$ cat config.mk
export PLATFORM = sky130hd
export DESIGN_NAME = ebst_ctrl
export DESIGN_NICKNAME = d
export VERILOG_FILES = /design/src/rtl/ebst_ctrl.v /design/src/rtl/ebst_space_sel.v
export VERILOG_INCLUDE_DIRS = /design/src /design/src/rtl
export SDC_FILE = /design/constraint.sdc
export NUM_CORES = 1
export LEC_CHECK = 0
export ABC_CLOCK_PERIOD_IN_PS = 7700
export BUFFER_PORTS_ARGS = -buffer_cell sky130_fd_sc_hd__buf_2
export CORE_MARGIN = 3
export CORE_UTILIZATION = 35
export CTS_BUF_LIST = sky130_fd_sc_hd__clkbuf_8
export DETAILED_ROUTE_END_ITERATION = 10
export PLACE_DENSITY = 0.52
export SLEW_MARGIN = 20
export SYNTH_ARGS = -nofsm -noshare
export SYNTH_HDL_FRONTEND = slang
export SYNTH_SLANG_ARGS = --single-unit
$ cat constraint.sdc
create_clock -name aclk -period 7.7 [get_ports aclk]
set_input_delay 0.77 -clock aclk [delete_from_list [all_inputs] [get_ports aclk]]
set_output_delay 0.77 -clock aclk [all_outputs]
set_load 0.005 [all_outputs]
$ cat src/rtl/ebst_defines.vh
`ifndef EBST_DEFINES_VH
`define EBST_DEFINES_VH

// register byte offsets on the AXI4-Lite port
`define EBST_OFS_CFG0 8'h00
`define EBST_OFS_CFG1 8'h04
`define EBST_OFS_STAT 8'h08
`define EBST_CFG_RESET 32'h00000000

// space01_access_config: space 1 fields
`define EBST_S1_PREF 15
`define EBST_S1_WPC 14
`define EBST_S1_RPC 13
`define EBST_S1_EWT 12
`define EBST_S1_BW_MSB 11
`define EBST_S1_BW_LSB 8
`define EBST_S1_NW_MSB 7
`define EBST_S1_NW_LSB 4
`define EBST_S1_LN_MSB 3
`define EBST_S1_LN_LSB 2
`define EBST_S1_SZ 0

// space2_dummy_access_config: space 2 fields
`define EBST_S2_PREF 31
`define EBST_S2_WPC 30
`define EBST_S2_RPC 29
`define EBST_S2_EWT 28
`define EBST_S2_BW_MSB 27
`define EBST_S2_BW_LSB 24
`define EBST_S2_NW_MSB 23
`define EBST_S2_NW_LSB 20
`define EBST_S2_LN_MSB 19
`define EBST_S2_LN_LSB 18
`define EBST_S2_SZ 16

// space2_dummy_access_config: dummy space fields
`define EBST_DM_PREF 15
`define EBST_DM_WPC 14
`define EBST_DM_RPC 13
`define EBST_DM_EWT 12
`define EBST_DM_BW_MSB 11
`define EBST_DM_BW_LSB 8
`define EBST_DM_NW_MSB 7
`define EBST_DM_NW_LSB 4
`define EBST_DM_LN_MSB 3
`define EBST_DM_LN_LSB 2
`define EBST_DM_SZ 0

// space codes, taken from the top two address bits
`define EBST_SP_CS0 2'b00
`define EBST_SP_CS1 2'b01
`define EBST_SP_CS2 2'b10
`define EBST_SP_DUMMY 2'b11

// burst length codes
`define EBST_LN_NONE 2'b00
`define EBST_LN_B4 2'b01
`define EBST_LN_B256 2'b10
`define EBST_LN_FREE 2'b11

// extra strobe cycles on a read so the synchronised data bus settles
`define EBST_RD_HOLD 2'h2

// axi responses
`define EBST_RESP_OKAY 2'b00
`define EBST_RESP_SLVERR 2'b10

`endif

$ cat src/rtl/ebst_ctrl.v
// Behaviour
// - space 1 prefetch shortens sequential accesses
// - shortening only for next sequential address
// - space 1 write precharge inserts one idle
// - space 1 read precharge inserts one idle
// - space 1 external wait extends while low
// - space 1 burst wait count, zero skips sampling
// - space 1 normal wait count, zero skips sampling
// - space 1 burst length boundary selection
// - space 1 bus width 16 or 8
// - space 2 prefetch shortening
// - space 2 write/read precharge idles
// - space 2 external wait extends while low
// - space 2 burst length boundary selection
// - space 2 bus width 16 or 8
// - dummy space prefetch shortening
// - dummy write/read precharge idles
// - dummy external wait extends while low
// - dummy burst wait count, zero skips sampling
// - dummy space asserts no chip select
// - dummy normal wait count, zero skips sampling
// - dummy burst length boundary selection
// - dummy bus width 16 or 8
`timescale 1ns/1ps
`include "ebst_defines.vh"

module ebst_ctrl #(
   parameter ADDR_W = 26
) (
   input wire aclk,
   input wire aresetn,
   input wire [7:0] s_axi_awaddr,
   input wire s_axi_awvalid,
   output wire s_axi_awready,
   input wire [31:0] s_axi_wdata,
   input wire [3:0] s_axi_wstrb,
   input wire s_axi_wvalid,
   output wire s_axi_wready,
   output reg [1:0] s_axi_bresp,
   output reg s_axi_bvalid,
   input wire s_axi_bready,
   input wire [7:0] s_axi_araddr,
   input wire s_axi_arvalid,
   output wire s_axi_arready,
   output reg [31:0] s_axi_rdata,
   output reg [1:0] s_axi_rresp,
   output reg s_axi_rvalid,
   input wire s_axi_rready,
   input wire req_valid,
   output wire req_ready,
   input wire [ADDR_W-1:0] req_addr,
   input wire req_write,
   input wire [15:0] req_wdata,
   output reg rsp_valid,
   output reg [15:0] rsp_rdata,
   output reg [ADDR_W-3:0] ext_addr,
   output reg [2:0] ext_cs_n,
   output reg ext_rd_n,
   output reg ext_wr_n,
   output reg [15:0] ext_data_out,
   output reg ext_data_oe,
   input wire [15:0] ext_data_in,
   input wire ext_wait_n
);

   localparam [4:0] ST_IDLE = 5'b00001;
   localparam [4:0] ST_SETUP = 5'b00010;
   localparam [4:0] ST_WAIT = 5'b00100;
   localparam [4:0] ST_XFER = 5'b01000;
   localparam [4:0] ST_PRE = 5'b10000;
   localparam [31:0] CFG_RST = `EBST_CFG_RESET;

   reg [31:0] cfg0_reg;
   reg [31:0] cfg1_reg;
   reg aw_held_reg;
   reg [7:0] aw_addr_reg;
   reg w_held_reg;
   reg [31:0] w_data_reg;
   reg [3:0] w_strb_reg;
   wire [31:0] stat_word;
   reg [15:0] access_count_reg;

   assign s_axi_awready = ~aw_held_reg & ~s_axi_bvalid;
   assign s_axi_wready = ~w_held_reg & ~s_axi_bvalid;
   assign s_axi_arready = ~s_axi_rvalid;

   wire wr_fire = aw_held_reg & w_held_reg & ~s_axi_bvalid;
   wire wr_cfg0 = wr_fire & (aw_addr_reg == `EBST_OFS_CFG0);
   wire wr_cfg1 = wr_fire & (aw_addr_reg == `EBST_OFS_CFG1);
   wire wr_stat = wr_fire & (aw_addr_reg == `EBST_OFS_STAT);

   // address and data may arrive in either order; hold each until both are in
   always @(posedge aclk) begin
      if (!aresetn) begin
         aw_held_reg <= 1'b0;
         aw_addr_reg <= 8'h00;
         w_held_reg <= 1'b0;
         w_data_reg <= 32'h00000000;
         w_strb_reg <= 4'h0;
         s_axi_bvalid <= 1'b0;
         s_axi_bresp <= `EBST_RESP_OKAY;
      end else begin
         if (s_axi_awvalid && s_axi_awready) begin
            aw_held_reg <= 1'b1;
            aw_addr_reg <= {s_axi_awaddr[7:2], 2'b00};
         end
         if (s_axi_wvalid && s_axi_wready) begin
            w_held_reg <= 1'b1;
            w_data_reg <= s_axi_wdata;
            w_strb_reg <= s_axi_wstrb;
         end
         if (wr_fire) begin
            aw_held_reg <= 1'b0;
            w_held_reg <= 1'b0;
            s_axi_bvalid <= 1'b1;
            s_axi_bresp <= (wr_cfg0 | wr_cfg1 | wr_stat) ? `EBST_RESP_OKAY : `EBST_RESP_SLVERR;
         end else if (s_axi_bvalid && s_axi_bready) begin
            s_axi_bvalid <= 1'b0;
         end
      end
   end

   // config words with byte enables; an access already running keeps its snapshot
   genvar gb;
   generate
      for (gb = 0; gb < 4; gb = gb + 1) begin : g_lane
         always @(posedge aclk) begin
            if (!aresetn) begin
               cfg0_reg[gb*8+7:gb*8] <= CFG_RST[gb*8 +: 8];
               cfg1_reg[gb*8+7:gb*8] <= CFG_RST[gb*8 +: 8];
            end else begin
               if (wr_cfg0 && w_strb_reg[gb]) begin
                  cfg0_reg[gb*8+7:gb*8] <= w_data_reg[gb*8+7:gb*8];
               end
               if (wr_cfg1 && w_strb_reg[gb]) begin
                  cfg1_reg[gb*8+7:gb*8] <= w_data_reg[gb*8+7:gb*8];
               end
            end
         end
      end
   endgenerate

   // read side: config words are write-only and read back as zero
   always @(posedge aclk) begin
      if (!aresetn) begin
         s_axi_rvalid <= 1'b0;
         s_axi_rdata <= 32'h00000000;
         s_axi_rresp <= `EBST_RESP_OKAY;
      end else if (s_axi_arvalid && s_axi_arready) begin
         s_axi_rvalid <= 1'b1;
         case ({s_axi_araddr[7:2], 2'b00})
            `EBST_OFS_CFG0, `EBST_OFS_CFG1: begin
               s_axi_rdata <= 32'h00000000;
               s_axi_rresp <= `EBST_RESP_OKAY;
            end
            `EBST_OFS_STAT: begin
               s_axi_rdata <= stat_word;
               s_axi_rresp <= `EBST_RESP_OKAY;
            end
            default: begin
               s_axi_rdata <= 32'h00000000;
               s_axi_rresp <= `EBST_RESP_SLVERR;
            end
         endcase
      end else if (s_axi_rvalid && s_axi_rready) begin
         s_axi_rvalid <= 1'b0;
      end
   end

   reg wait_s1_reg;
   reg wait_s2_reg;
   reg [15:0] din_s1_reg;
   reg [15:0] din_s2_reg;

   // wait and data pins are asynchronous to aclk
   always @(posedge aclk) begin
      if (!aresetn) begin
         wait_s1_reg <= 1'b1;
         wait_s2_reg <= 1'b1;
         din_s1_reg <= 16'h0000;
         din_s2_reg <= 16'h0000;
      end else begin
         wait_s1_reg <= ext_wait_n;
         wait_s2_reg <= wait_s1_reg;
         din_s1_reg <= ext_data_in;
         din_s2_reg <= din_s1_reg;
      end
   end

   wire [1:0] req_space = req_addr[ADDR_W-1:ADDR_W-2];
   wire sel_pref;
   wire sel_wpc;
   wire sel_rpc;
   wire sel_ewt;
   wire [3:0] sel_bw;
   wire [3:0] sel_nw;
   wire [1:0] sel_ln;
   wire sel_byte;
   wire [2:0] sel_cs;

   // live lookup of the requested space, frozen into the snapshot at start
   ebst_space_sel u_sel (
      .cfg0(cfg0_reg),
      .cfg1(cfg1_reg),
      .space(req_space),
      .pref(sel_pref),
      .wpc(sel_wpc),
      .rpc(sel_rpc),
      .ewt(sel_ewt),
      .burst_wait(sel_bw),
      .normal_wait(sel_nw),
      .burst_len(sel_ln),
      .byte_bus(sel_byte),
      .cs_sel(sel_cs)
   );

   reg [4:0] state_reg;
   reg [4:0] state_next;
   reg [3:0] wcnt_reg;
   reg [1:0] xcnt_reg;
   reg write_reg;
   reg ewt_reg;
   reg pre_reg;
   reg byte_reg;
   reg wsample_reg;
   reg [15:0] wdata_reg;
   reg have_last_reg;
   reg [ADDR_W-1:0] last_addr_reg;
   reg last_write_reg;
   reg last_burst_reg;
   reg last_pref_reg;
   reg [1:0] last_space_reg;

   // address of the next item; an 8-bit bus steps by one, a 16-bit bus by two
   wire [ADDR_W-1:0] step = sel_byte ? {{(ADDR_W-1){1'b0}}, 1'b1} : {{(ADDR_W-2){1'b0}}, 2'b10};
   wire [ADDR_W-1:0] next_addr = last_addr_reg + step;
   wire seq_hit = have_last_reg & (req_addr == next_addr) & (req_space == last_space_reg);
   wire [ADDR_W-1:0] beat_cur = sel_byte ? req_addr : {1'b0, req_addr[ADDR_W-1:1]};
   wire [ADDR_W-1:0] beat_last = sel_byte ? last_addr_reg : {1'b0, last_addr_reg[ADDR_W-1:1]};
   reg in_bound;

   // boundary check of a burst continuation
   always @* begin
      case (sel_ln)
         `EBST_LN_B4: in_bound = (beat_cur[ADDR_W-1:2] == beat_last[ADDR_W-1:2]);
         `EBST_LN_B256: in_bound = (beat_cur[ADDR_W-1:8] == beat_last[ADDR_W-1:8]);
         `EBST_LN_FREE: in_bound = 1'b1;
         default: in_bound = 1'b0;
      endcase
   end

   wire start = req_valid & req_ready;
   wire is_burst = seq_hit & in_bound & (req_write == last_write_reg);
   wire use_pref = sel_pref & seq_hit;
   wire [3:0] start_wait = is_burst ? sel_bw : sel_nw;
   wire wait_done = (wcnt_reg == 4'h0) & ~(ewt_reg & wsample_reg & ~wait_s2_reg);
   wire xfer_done = write_reg | (xcnt_reg == 2'h0);

   assign req_ready = state_reg[0];

   // state sequencing
   always @* begin
      state_next = state_reg;
      case (state_reg)
         ST_IDLE: begin
            if (start) begin
               // prefetch removes the setup cycle on the next sequential item
               state_next = use_pref ? ST_WAIT : ST_SETUP;
            end
         end
         ST_SETUP: state_next = ST_WAIT;
         ST_WAIT: state_next = wait_done ? ST_XFER : ST_WAIT;
         ST_XFER: state_next = xfer_done ? (pre_reg ? ST_PRE : ST_IDLE) : ST_XFER;
         ST_PRE: state_next = ST_IDLE;
         default: state_next = ST_IDLE;
      endcase
   end

   // snapshot of the target space settings plus counters
   always @(posedge aclk) begin
      if (!aresetn) begin
         state_reg <= ST_IDLE;
         wcnt_reg <= 4'h0;
         xcnt_reg <= 2'h0;
         write_reg <= 1'b0;
         ewt_reg <= 1'b0;
         pre_reg <= 1'b0;
         byte_reg <= 1'b0;
         wsample_reg <= 1'b0;
         wdata_reg <= 16'h0000;
         have_last_reg <= 1'b0;
         last_addr_reg <= {ADDR_W{1'b0}};
         last_write_reg <= 1'b0;
         last_burst_reg <= 1'b0;
         last_pref_reg <= 1'b0;
         last_space_reg <= 2'b00;
         access_count_reg <= 16'h0000;
      end else begin
         state_reg <= state_next;
         if (start) begin
            write_reg <= req_write;
            wcnt_reg <= start_wait;
            wsample_reg <= (start_wait != 4'h0);
            ewt_reg <= sel_ewt;
            pre_reg <= req_write ? sel_wpc : sel_rpc;
            byte_reg <= sel_byte;
            wdata_reg <= sel_byte ? {8'h00, req_wdata[7:0]} : req_wdata;
            xcnt_reg <= `EBST_RD_HOLD;
            have_last_reg <= 1'b1;
            last_addr_reg <= req_addr;
            last_write_reg <= req_write;
            last_burst_reg <= is_burst;
            last_pref_reg <= use_pref;
            last_space_reg <= req_space;
            access_count_reg <= access_count_reg + 16'h0001;
         end else if (state_reg == ST_WAIT && wcnt_reg != 4'h0) begin
            wcnt_reg <= wcnt_reg - 4'h1;
         end else if (state_reg == ST_XFER && xcnt_reg != 2'h0) begin
            xcnt_reg <= xcnt_reg - 2'h1;
         end
      end
   end

   // bus pins and the answer to the requester
   always @(posedge aclk) begin
      if (!aresetn) begin
         ext_addr <= {(ADDR_W-2){1'b0}};
         ext_cs_n <= 3'b111;
         ext_rd_n <= 1'b1;
         ext_wr_n <= 1'b1;
         ext_data_out <= 16'h0000;
         ext_data_oe <= 1'b0;
         rsp_valid <= 1'b0;
         rsp_rdata <= 16'h0000;
      end else begin
         rsp_valid <= 1'b0;
         if (start) begin
            ext_addr <= req_addr[ADDR_W-3:0];
            ext_cs_n <= ~sel_cs;
            ext_data_out <= sel_byte ? {8'h00, req_wdata[7:0]} : req_wdata;
            ext_data_oe <= req_write;
            ext_rd_n <= ~(use_pref & ~req_write);
            ext_wr_n <= ~(use_pref & req_write);
         end else if (state_reg == ST_SETUP) begin
            ext_rd_n <= write_reg;
            ext_wr_n <= ~write_reg;
         end else if (state_reg == ST_XFER && xfer_done) begin
            // release chip select, strobes and data drive; precharge simply leaves the bus idle a cycle
            ext_cs_n <= 3'b111;
            ext_rd_n <= 1'b1;
            ext_wr_n <= 1'b1;
            ext_data_oe <= 1'b0;
            rsp_valid <= 1'b1;
            if (!write_reg)
               rsp_rdata <= byte_reg ? {8'h00, din_s2_reg[7:0]} : din_s2_reg;
         end
      end
   end

   // status word shows the engine's own state
   assign stat_word = {access_count_reg, 8'h00, last_space_reg, last_pref_reg, last_burst_reg,
                       have_last_reg, byte_reg, ext_data_oe, ~state_reg[0]};

endmodule

$ cat src/rtl/ebst_space_sel.v
`timescale 1ns/1ps
`include "ebst_defines.vh"

module ebst_space_sel (
   input wire [31:0] cfg0,
   input wire [31:0] cfg1,
   input wire [1:0] space,
   output reg pref,
   output reg wpc,
   output reg rpc,
   output reg ewt,
   output reg [3:0] burst_wait,
   output reg [3:0] normal_wait,
   output reg [1:0] burst_len,
   output reg byte_bus,
   output reg [2:0] cs_sel
);

   // pick the field set of the decoded space; space 0 keeps all fields at zero and only selects chip select 0
   always @* begin
      pref = 1'b0;
      wpc = 1'b0;
      rpc = 1'b0;
      ewt = 1'b0;
      burst_wait = 4'h0;
      normal_wait = 4'h0;
      burst_len = `EBST_LN_NONE;
      byte_bus = 1'b0;
      cs_sel = 3'b000;
      case (space)
         `EBST_SP_CS1: begin
            pref = cfg0[`EBST_S1_PREF];
            wpc = cfg0[`EBST_S1_WPC];
            rpc = cfg0[`EBST_S1_RPC];
            ewt = cfg0[`EBST_S1_EWT];
            burst_wait = cfg0[`EBST_S1_BW_MSB:`EBST_S1_BW_LSB];
            normal_wait = cfg0[`EBST_S1_NW_MSB:`EBST_S1_NW_LSB];
            burst_len = cfg0[`EBST_S1_LN_MSB:`EBST_S1_LN_LSB];
            byte_bus = cfg0[`EBST_S1_SZ];
            cs_sel = 3'b010;
         end
         `EBST_SP_CS2: begin
            pref = cfg1[`EBST_S2_PREF];
            wpc = cfg1[`EBST_S2_WPC];
            rpc = cfg1[`EBST_S2_RPC];
            ewt = cfg1[`EBST_S2_EWT];
            burst_wait = cfg1[`EBST_S2_BW_MSB:`EBST_S2_BW_LSB];
            normal_wait = cfg1[`EBST_S2_NW_MSB:`EBST_S2_NW_LSB];
            burst_len = cfg1[`EBST_S2_LN_MSB:`EBST_S2_LN_LSB];
            byte_bus = cfg1[`EBST_S2_SZ];
            cs_sel = 3'b100;
         end
         `EBST_SP_DUMMY: begin
            // dummy space drives no chip select
            pref = cfg1[`EBST_DM_PREF];
            wpc = cfg1[`EBST_DM_WPC];
            rpc = cfg1[`EBST_DM_RPC];
            ewt = cfg1[`EBST_DM_EWT];
            burst_wait = cfg1[`EBST_DM_BW_MSB:`EBST_DM_BW_LSB];
            normal_wait = cfg1[`EBST_DM_NW_MSB:`EBST_DM_NW_LSB];
            burst_len = cfg1[`EBST_DM_LN_MSB:`EBST_DM_LN_LSB];
            byte_bus = cfg1[`EBST_DM_SZ];
            cs_sel = 3'b000;
         end
         default: begin
            cs_sel = 3'b001;
         end
      endcase
   end

endmodule

# == Yosys cells after proc, flatten, opt, wreduce, memory -nomap -nowiden ==
# Cells that the tools add are included.
# classes
eq_ne,22
n_bitwise,37
muxes,47
reduce_logical,35
add_sub_neg,4
# op_table
cell,n
26-bit 2-to-1 mux,2
16-bit 2-to-1 mux,2
32-bit 2-to-1 mux,1
26-bit by 2-bit adder with 26-bit output,1
26-bit == test,1
24-bit == test,1
4-bit one-hot mux with 3 select lines,2
5-bit one-hot mux with 4 select lines,1
1-bit AND,18
18-bit == test,1
1-bit one-hot mux with 3 select lines,6
16-bit by 1-bit adder with 16-bit output (second input constant),1
4-bit 2-to-1 mux,4
5-bit 2-to-1 mux,3
1-bit NOT,15
1-bit logical AND,14
1-bit 2-to-1 mux,14
6-bit by 1-bit == test with 1-bit output (second input constant),2
6-bit by 2-bit == test with 1-bit output (second input constant),2
2-bit 2-to-1 mux,6
3-bit 2-to-1 mux,4
2-bit nonzero test,6
3-bit one-hot mux with 3 select lines,1
2-bit == test (second input constant),4
other kinds (23),33
# totals
reg_bits,290
word_cells,188

# == Depth between registers and ports, before layout ==
# Gate-level depths: netlist of the first run.
# logic_depth
depth_word,11
depth_mapped,14
ltp_nobuf,13

# == Cells and area by module ==
# A second synthesis of the first run with hierarchy kept.
# hier_totals
cells_unflattened,1385
hier_area_um2,11945.2
# by_module_without_submodules
module,instances,cells_each,area_per_inst_um2
ebst_ctrl,1,1346,11524.8
ebst_space_sel,1,39,420.4

# == Least setup slack after synthesis of the first run ==
# OpenSTA, ideal clock, no wires.
# synth_path
kind,input to register
start,input port req_addr[25]
end,register wcnt_reg[1]
setup_time_ns,0.095
cell_stages,13
arrival_ns,4.001
setup_slack_ns,3.603
path_buffers,1
cell_sequence,clkbuf_1 -> mux2_2 -> a21oi_2 -> inv_1 -> ha_1 -> fa_1 -> xnor2_1 -> nand4_1 -> a2111o_1 -> nor4_2 -> nand3_2 -> or2_4 -> o311ai_1
# synth_between
elab_chain_len,11
word_cells_on_any_way,25
cone_classes,1 x add/sub; 10 x eq/ne; 10 x mux; 4 x bitwise
# synth_lines
item,line_no,text
from (decl),ebst_ctrl.v:51,"input wire [ADDR_W-1:0] req_addr,"
2-bit == test or 2-bit by 1-bit == test with 1-bit output (tied branches),ebst_space_sel.v:30,case (space)
1-bit one-hot mux with 3 select lines *,ebst_space_sel.v:30,
via sel_byte,ebst_ctrl.v:198,wire sel_byte;
2-bit 2-to-1 mux,ebst_ctrl.v:235,"wire [ADDR_W-1:0] step = sel_byte ? {{(ADDR_W-1){1'b0}}, 1'b1} : {{(ADDR_W-2){1'b0}}, 2'b10};"
26-bit by 2-bit adder with 26-bit output,ebst_ctrl.v:236,wire [ADDR_W-1:0] next_addr = last_addr_reg + step;
26-bit == test,ebst_ctrl.v:237,wire seq_hit = have_last_reg & (req_addr == next_addr) & (req_space == last_space_reg);
1-bit AND (2 in series),ebst_ctrl.v:237,
1-bit AND * (2 in series),ebst_ctrl.v:253,wire is_burst = seq_hit & in_bound & (req_write == last_write_reg);
4-bit 2-to-1 mux *,ebst_ctrl.v:255,wire [3:0] start_wait = is_burst ? sel_bw : sel_nw;
4-bit 2-to-1 mux *,ebst_ctrl.v:300,if (start) begin
to (signal assigned),ebst_ctrl.v:302,wcnt_reg <= start_wait;
to (signal assigned),ebst_ctrl.v:317,wcnt_reg <= wcnt_reg - 4'h1;
to (decl),ebst_ctrl.v:219,reg [3:0] wcnt_reg;
# The timed path passes the listed nets; every way through them passes the cells marked *.
# A chain may end at the register's enable or synchronous reset.

# == Worst setup path in the final report of the first run ==
# layout_path
start,input port req_addr[25]
end,register wcnt_reg[2]
# layout_between
elab_chain_len,11
word_cells_on_any_way,25
cone_classes,1 x add/sub; 10 x eq/ne; 10 x mux; 4 x bitwise
# layout_lines
item,line_no
2-bit == test or 2-bit by 1-bit == test with 1-bit output (tied branches),ebst_space_sel.v:30
1-bit one-hot mux with 3 select lines,ebst_space_sel.v:30
2-bit 2-to-1 mux,ebst_ctrl.v:235
26-bit by 2-bit adder with 26-bit output,ebst_ctrl.v:236
26-bit == test,ebst_ctrl.v:237
1-bit AND (2 in series),ebst_ctrl.v:237
1-bit AND (2 in series),ebst_ctrl.v:253
4-bit 2-to-1 mux *,ebst_ctrl.v:255
4-bit 2-to-1 mux *,ebst_ctrl.v:300
# Every way passes the cells marked *; elsewhere a longest branch is shown, timed or not.

==> results.toml, run 1 <==
[drt]
route.detailed.drc = 0
drt_first_pass_iters = 8
routed_wl_um = 28100
drtAntennaViolNets = 0
vias = 9049
dr.first_iter.drc_count = 466
post_drt_wl_per_cell_um = 15.2
via_per_inst = 4.91

[cells_and_area]
drive_above_1_share_pct = 21.8
nNetsFinal = 1546
diodes = 0
fin_util_pct = 42.3
syn2layout_area_growth_pct = 18.8

[sta]
worst_pin_slew_ns = 1.05
rsz0062_at_grt = "no"
fmax_mhz = 214
slew_headroom_pct = 29.0
finalSetupViolCount = 0
period_share_pct = 60.8
clock_skew_ns = 0.0142
maxSlewViolCount = 0
finalHoldViolCount = 0
tns_ns = 0
finalHoldWorstSlack_ns = 0.398
fin_crit_ns = 4.68

[die]
die_x_um = 180
top_level_ports = 225
dieArea_um2 = 32500
placement_rows = 63
start_util_pct = 35.6
chipHeight_um = 180
core_um2 = 29800

[cts]
cts_setup_buffers = 0
holdBufCountCts = 0
cts_resized = 0
cts_tree = "yes"
htreeDepth = 2
cts_buffers = 44
cts.sinks = 249
clock_latency_ns = 0.55
clockBufferDepth = 3
clk_pin_slew_ns = 0.06
cts_root_buf = "clkbuf_8"

[yosys]
synth_top_area_share_pct = 46.9
ys_seq_elements = 249
yosys_warnings = 0
ys_async_sr_fraction_pct = 0
synth_area_um2 = 10600
synth_edf_count = 0
synth_top_area_cell = "dfxtp_1"
dominantRegCellSynth = "dfxtp_1"
synth_cell_types = 69
ys_seq_area_share_pct = 46.9
synth_area_leaders = "dfxtp_1 (47%), nand2_1 (8.6%), a21oi_1 (6.1%)"
avgSynthCellArea_um2 = 8.43
netlist_instances = 1260

[pwr]
p_comb_share_pct = 8.2
p_switching_uw = 721
pwr-share-clk_pct = 43.7
power_density_nw_per_um2 = 226
p_leak_uw = 0.00525
total_power_uw = 2860
max-vdd-ir-drop_v = 0.000117
intPower_uw = 2130
power_frac_seq_pct = 48.2
switching_share_pct = 25.3

[setup_path]
critPathSlowestCell = "nor4_1"
crit_chain = "buf_2 -> mux2_2 -> a21oi_2 -> fa_1 -> nand4_1 -> nor4_1 -> nand3_1 -> xnor2_1 -> nor3_1 -> nand3_2 -> or2_4 -> o311ai_1"
cp_max_fo = 24
critPathBufInv = 1
end_kind = "flip-flop"
cp_data_required_time_ns = 8.15
start_kind = "input pin"
path_class = "in -> reg"
arrival_ns = 5.14
critPathTopFamily = "simple AND/OR/NAND/NOR gates"
cpPeakStageDelay_ns = 0.86

[grt]
grt_overflow_total = 0
track_usage_pct = 16.6
grt_max_degree = 108
grt_pass1_wl_um = 45600
grt_pass1_vias = 8779
antenna_found_initial = 0

[outcome]
status = "finished, final reports clean"

[placed_design]
gp_congestion = 0.814
hpwl_um = 19300
io_buffers = 208

[flow_run]
cap_violations = 0

[hold_path]
hold_path_class = "in -> reg"
-- cell type report --
type	count	area [µm²]
multi-input cells	893	5060
well taps	390	488
flip-flops and latches	249	4980
repair buffers	215	1090
fillers	3152	17200
clock buffers	58	798
clock inverters	21	115
inverters	17	68.8
-- cells in the final DEF (no fill, tap or decap), types with 7 or more instances in the layout --
master    instances
dfxtp_1         249
nand2_1         243
buf_2           208
a21oi_1         129
nor2_1          101
clkbuf_8         58
nand3_1          54
and2_1           36
a22oi_1          34
inv_1            31
mux2i_1          29
xnor2_1          28
o21ai_0          24
xor2_1           23
nor3_1           20
mux2_2           14
nor3b_1          13
nand4_1          13
a22o_1           11
conb_1           10
nand2b_1          9
nor4_1            7
or3_1             7
and3_1            7
buf_4             7
-- Yosys cell counts (3+ instances only) --
cell,n
dfxtp_1,249
nand2_1,244
a21oi_1,129
nor2_1,101
clkbuf_1,61
nand3_1,54
and2_1,38
a22oi_1,34
buf_4,34
mux2i_1,29
xnor2_1,28
o21ai_0,24
xor2_1,23
nor3_1,20
inv_1,17
mux2_2,14
nor3b_1,14
nand4_1,13
a22o_1,11
nand2b_1,9
buf_2,8
and3_1,7
buf_1,7
nor4_1,7
or3_1,7
a211oi_1,5
and4_1,5
ha_1,5
o22ai_1,4
nand3b_1,3
nor2b_1,3
o211ai_1,3
o311ai_1,3
or2_2,3
or4_1,3
-- per-layer routing --
metal	track usage (%)	wire length, µm	up-vias
met2	27.0	12700	215
li1	-	-	4588
met4	4.08	449	0
met3	4.20	1640	40
met1	22.3	13300	4206
met5	0	0	-
-- per-stage QoR --
stage	cell area, µm²	instances	worst slack [ns]
6_report	12600	1843	3.02
5_1_grt	12600	1843	2.62
4_1_cts	12600	1843	3.03
3_5_place_dp	11700	1764	2.46
3_3_place_gp	11700	1764	2.60
2_1_floorplan	10700	1269	3.60
-- power by group through the flow --
stage | clock network (µW) | logic (µW) | registers [µW]
finish | 1250 | 233 | 1380
global placement | 0 | 233 | 1400
detailed placement | 0 | 235 | 1400
global route | 1350 | 262 | 1380
CTS | 1290 | 236 | 1380
floorplan | 0 | 168 | 1390
-- logic make-up (layout without fill, tap and decap cells) --
kind of cell    count (synthesis)  in the layout  share of synthesized area [%]
other cells                     1             10                         0.0353
fa+ha+maj                       6              6                          0.778
compound gates                234            234                           13.4
simple gates                  548            548                           24.4
mux                            43             43                           4.22
buf+inv                       127            311                           5.78
xor+xnor                       52             52                           4.36
flops                         249            249                           46.9
-- worst paths after layout --
kind | startpoint | to | cells after the start | slack [ns]
worst max-delay path | req_addr[25] | wcnt_reg[2] | 12 | 3.02
worst min-delay path | s_axi_rready | s_axi_rvalid | 2 | 0.40
worst max register to register | cfg0_reg[0] | wcnt_reg[2] | 11 | 3.52
worst min register to register | wait_s1_reg | wait_s2_reg | 1 | 0.42
Power figures use the tool's default switching activity.
==> inputs of run 2 (changes only) <==
--- a/config.mk
+++ b/config.mk
@@ -6,13 +6,14 @@
 export SDC_FILE = /design/constraint.sdc
 export NUM_CORES = 1
 export LEC_CHECK = 0
-export ABC_CLOCK_PERIOD_IN_PS = 7700
+export ABC_AREA = 1
+export ABC_CLOCK_PERIOD_IN_PS = 4000
 export BUFFER_PORTS_ARGS = -buffer_cell sky130_fd_sc_hd__buf_2
 export CORE_MARGIN = 3
 export CORE_UTILIZATION = 35
 export CTS_BUF_LIST = sky130_fd_sc_hd__clkbuf_8
 export DETAILED_ROUTE_END_ITERATION = 10
-export PLACE_DENSITY = 0.52
+export PLACE_DENSITY = 0.54
 export SLEW_MARGIN = 20
 export SYNTH_ARGS = -nofsm -noshare
 export SYNTH_HDL_FRONTEND = slang
==> constraint.sdc (replaced) <==
create_clock -name aclk -period 4 [get_ports aclk]
set_input_delay 0.4 -clock aclk [delete_from_list [all_inputs] [get_ports aclk]]
set_output_delay 0.4 -clock aclk [all_outputs]
set_load 0.005 [all_outputs]
==> results.toml, run 2 <==
[yosys]
dominantRegCellSynth = "dfxtp_1"
synth_top_family_by_area = "simple AND/OR/NAND/NOR gates"
netlist_instances = 1536
synth_xor_area_share_pct = 0.397
synth_mux_area_share_pct = 0
synth_cell_types = 50
synth_most_common_cell = "nand2_1"
synth_edf_count = 0
synth_area_um2 = 11000
synth_area_leaders = "dfxtp_1 (45%), nand2_1 (11%), inv_1 (7.5%)"
synth_commonest_cells = "nand2_1 (326), dfxtp_1 (249), inv_1 (220)"
post_synth_and_or_nand_nor_area_fraction_pct = 25.1
ys_seq_area_share_pct = 45.2
synth-adder-area-share_pct = 0.749
synth_top_area_cell = "dfxtp_1"
synth_compound_area_share_pct = 16.4
synth_top_area_share_pct = 45.2
ys_seq_elements = 249
ys_async_sr_fraction_pct = 0
yosys_warnings = 0
avgSynthCellArea_um2 = 7.18

[placed_design]
gp_congestion = 0.864
hpwl_um = 20700
placed_area_um2 = 12200
io_buffers = 208

[drt]
dr.first_iter.drc_count = 397
drtAntennaViolNets = 0
drt_first_pass_iters = 5
via_per_inst = 4.66
routed_wl_um = 29200
post_drt_wl_per_cell_um = 13.6
vias = 9993
route.detailed.drc = 0

[cells_and_area]
layout.cells.most_common = "nand2_1"
nNetsFinal = 1841
diodes = 0
syn2layout_area_growth_pct = 19.4
seq_area_um2 = 4980
multi_input_area_um2 = 4740
drive_above_1_share_pct = 18.7
num-fill-cells = 3301
final_cell_mix = "nand2_1 (326), dfxtp_1 (249), inv_1 (231), buf_2 (207), nor2_1 (187)"
fin_area_um2 = 13200

[hold_path]
hold_path_class = "in -> reg"

[setup_path]
arrival_ns = 3.68
end_kind = "flip-flop"
crit_chain = "nand3_1 -> nand3_2 -> inv_2 -> fa_1 -> nand2_1 -> nor2_4 -> nand2_1 -> nand2_1 -> nand2_1 -> nor2_1 -> nand2_1 -> nor2_1 -> nand2_1 -> nor2_1 -> nand2_1 -> nor2_4 -> nand3_1 -> nand2_1 -> nand2_1 -> o21ai_1 -> nand2_1"
rr_endpoint = "wsample_reg"
path_common_cell = "nand2_1"
path_class = "reg -> reg"
worstRegToRegCells = 21
cp_data_required_time_ns = 4.42
r2r-start = "cfg1_reg[0]"
start_kind = "flip-flop"
critPathSlowestCell = "fa_1"
cpPeakStageDelay_ns = 0.32
cp_max_fo = 12
crit_start = "cfg1_reg[0]"
rrSetupSlack_ns = 0.73
cp-endpoint = "wsample_reg"

[die]
core_um2 = 30800
placement_rows = 64
dieArea_um2 = 33700
start_util_pct = 35.8
die_x_um = 184
chipHeight_um = 184
top_level_ports = 225

[cts]
cts_tree = "yes"
clk_pin_slew_ns = 0.06
cts.sinks = 249
cts_root_buf = "clkbuf_8"
clock_latency_ns = 0.54
cts_buffers = 45
holdBufCountCts = 0
cts_resized = 0
clockBufferDepth = 3
cts_setup_buffers = 0
htreeDepth = 2

[grt]
grt_overflow_total = 0
track_usage_pct = 16.9
grt_pass1_vias = 9497
antenna_found_initial = 0
grt_pass1_wl_um = 47100
grt_max_degree = 80

[outcome]
status = "finished, final reports clean"

[sta]
maxSlewViolCount = 0
period_share_pct = 81.7
clock_skew_ns = 0.0176
slew_headroom_pct = 36.9
finalHoldWorstSlack_ns = 0.0478
finalSetupViolCount = 0
tns_ns = 0
fin_crit_ns = 3.27
fmax_mhz = 306
rsz0062_at_grt = "no"
finalHoldViolCount = 0
worst_pin_slew_ns = 0.946

[pwr]
max-vdd-ir-drop_v = 0.000199
p_leak_uw = 0.00609
power_density_nw_per_um2 = 443

[flow_run]
cap_violations = 0
## run 2: through the flow
step,utilization (%),total power (µW),worst slack [ns],cells
2_1_floorplan,-,3170,0.838,1545
3_3_place_gp,39.5,3380,0.382,2064
3_5_place_dp,39.5,3390,0.332,2064
4_1_cts,42.7,5930,0.719,2144
5_1_grt,42.7,6160,0.291,2144
6_report,42.7,5830,0.731,2144
## run 2: final cells by class
type                            count  area share (%)
Multi-Input combinational cell    974            36.0
Inverter                          229            6.54
Sequential cell                   249            37.9
Clock inverter                     14           0.532
Tap cell                          396            3.76
Timing Repair Buffer              216            8.38
Clock buffer                       66            6.90
## run 2: routing by layer
metal	wire, µm	part of all wire (%)	global-route usage [%]	vias to the layer above
met3	1830	6.2	3.42	55
met2	13200	45	28.4	259
met5	0	0	0	-
met1	13500	46	22.0	4437
li1	-	-	-	5242
met4	719	2.5	5.27	0
## run 2: worst min-delay path by stage
stage                         start        endpoint  slack, ns  depth (start not counted)
floorplan             din_s1_reg[0]   din_s2_reg[0]       0.39                          2
finish              ext_data_in[12]  din_s1_reg[12]       0.05                          3
global route        ext_data_in[14]  din_s1_reg[14]      0.009                          3
detailed placement   din_s1_reg[12]  din_s2_reg[12]       0.39                          2
CTS                 ext_data_in[12]  din_s1_reg[12]      0.009                          3
global placement      din_s1_reg[2]   din_s2_reg[2]       0.39                          2
## run 2: logic make-up after synthesis
family / after synthesis
XOR/XNOR: 5
buffers and inverters: 322
adder cells (fa/ha/maj): 6
other: 1
AND/OR/NAND/NOR: 641
AO/OA/AOI/OAI: 312
flip-flops: 249
## run 2: power breakdown
part	internal [µW]	leakage, µW	switching [µW]
clock	1450	0.000544	1050
sequential	2620	0.00204	91.0
combinational	236	0.00350	388
## run 2: critical path, delay by kind of cell, from the launching register on
kind	cells	cell delay, ns
adders and majority gates	1	0.32
and+or+nand+nor	18	2.06
buffers and inverters	1	0.31
DFF	1	0.31
AOI/OAI and AO/OA	1	0.15
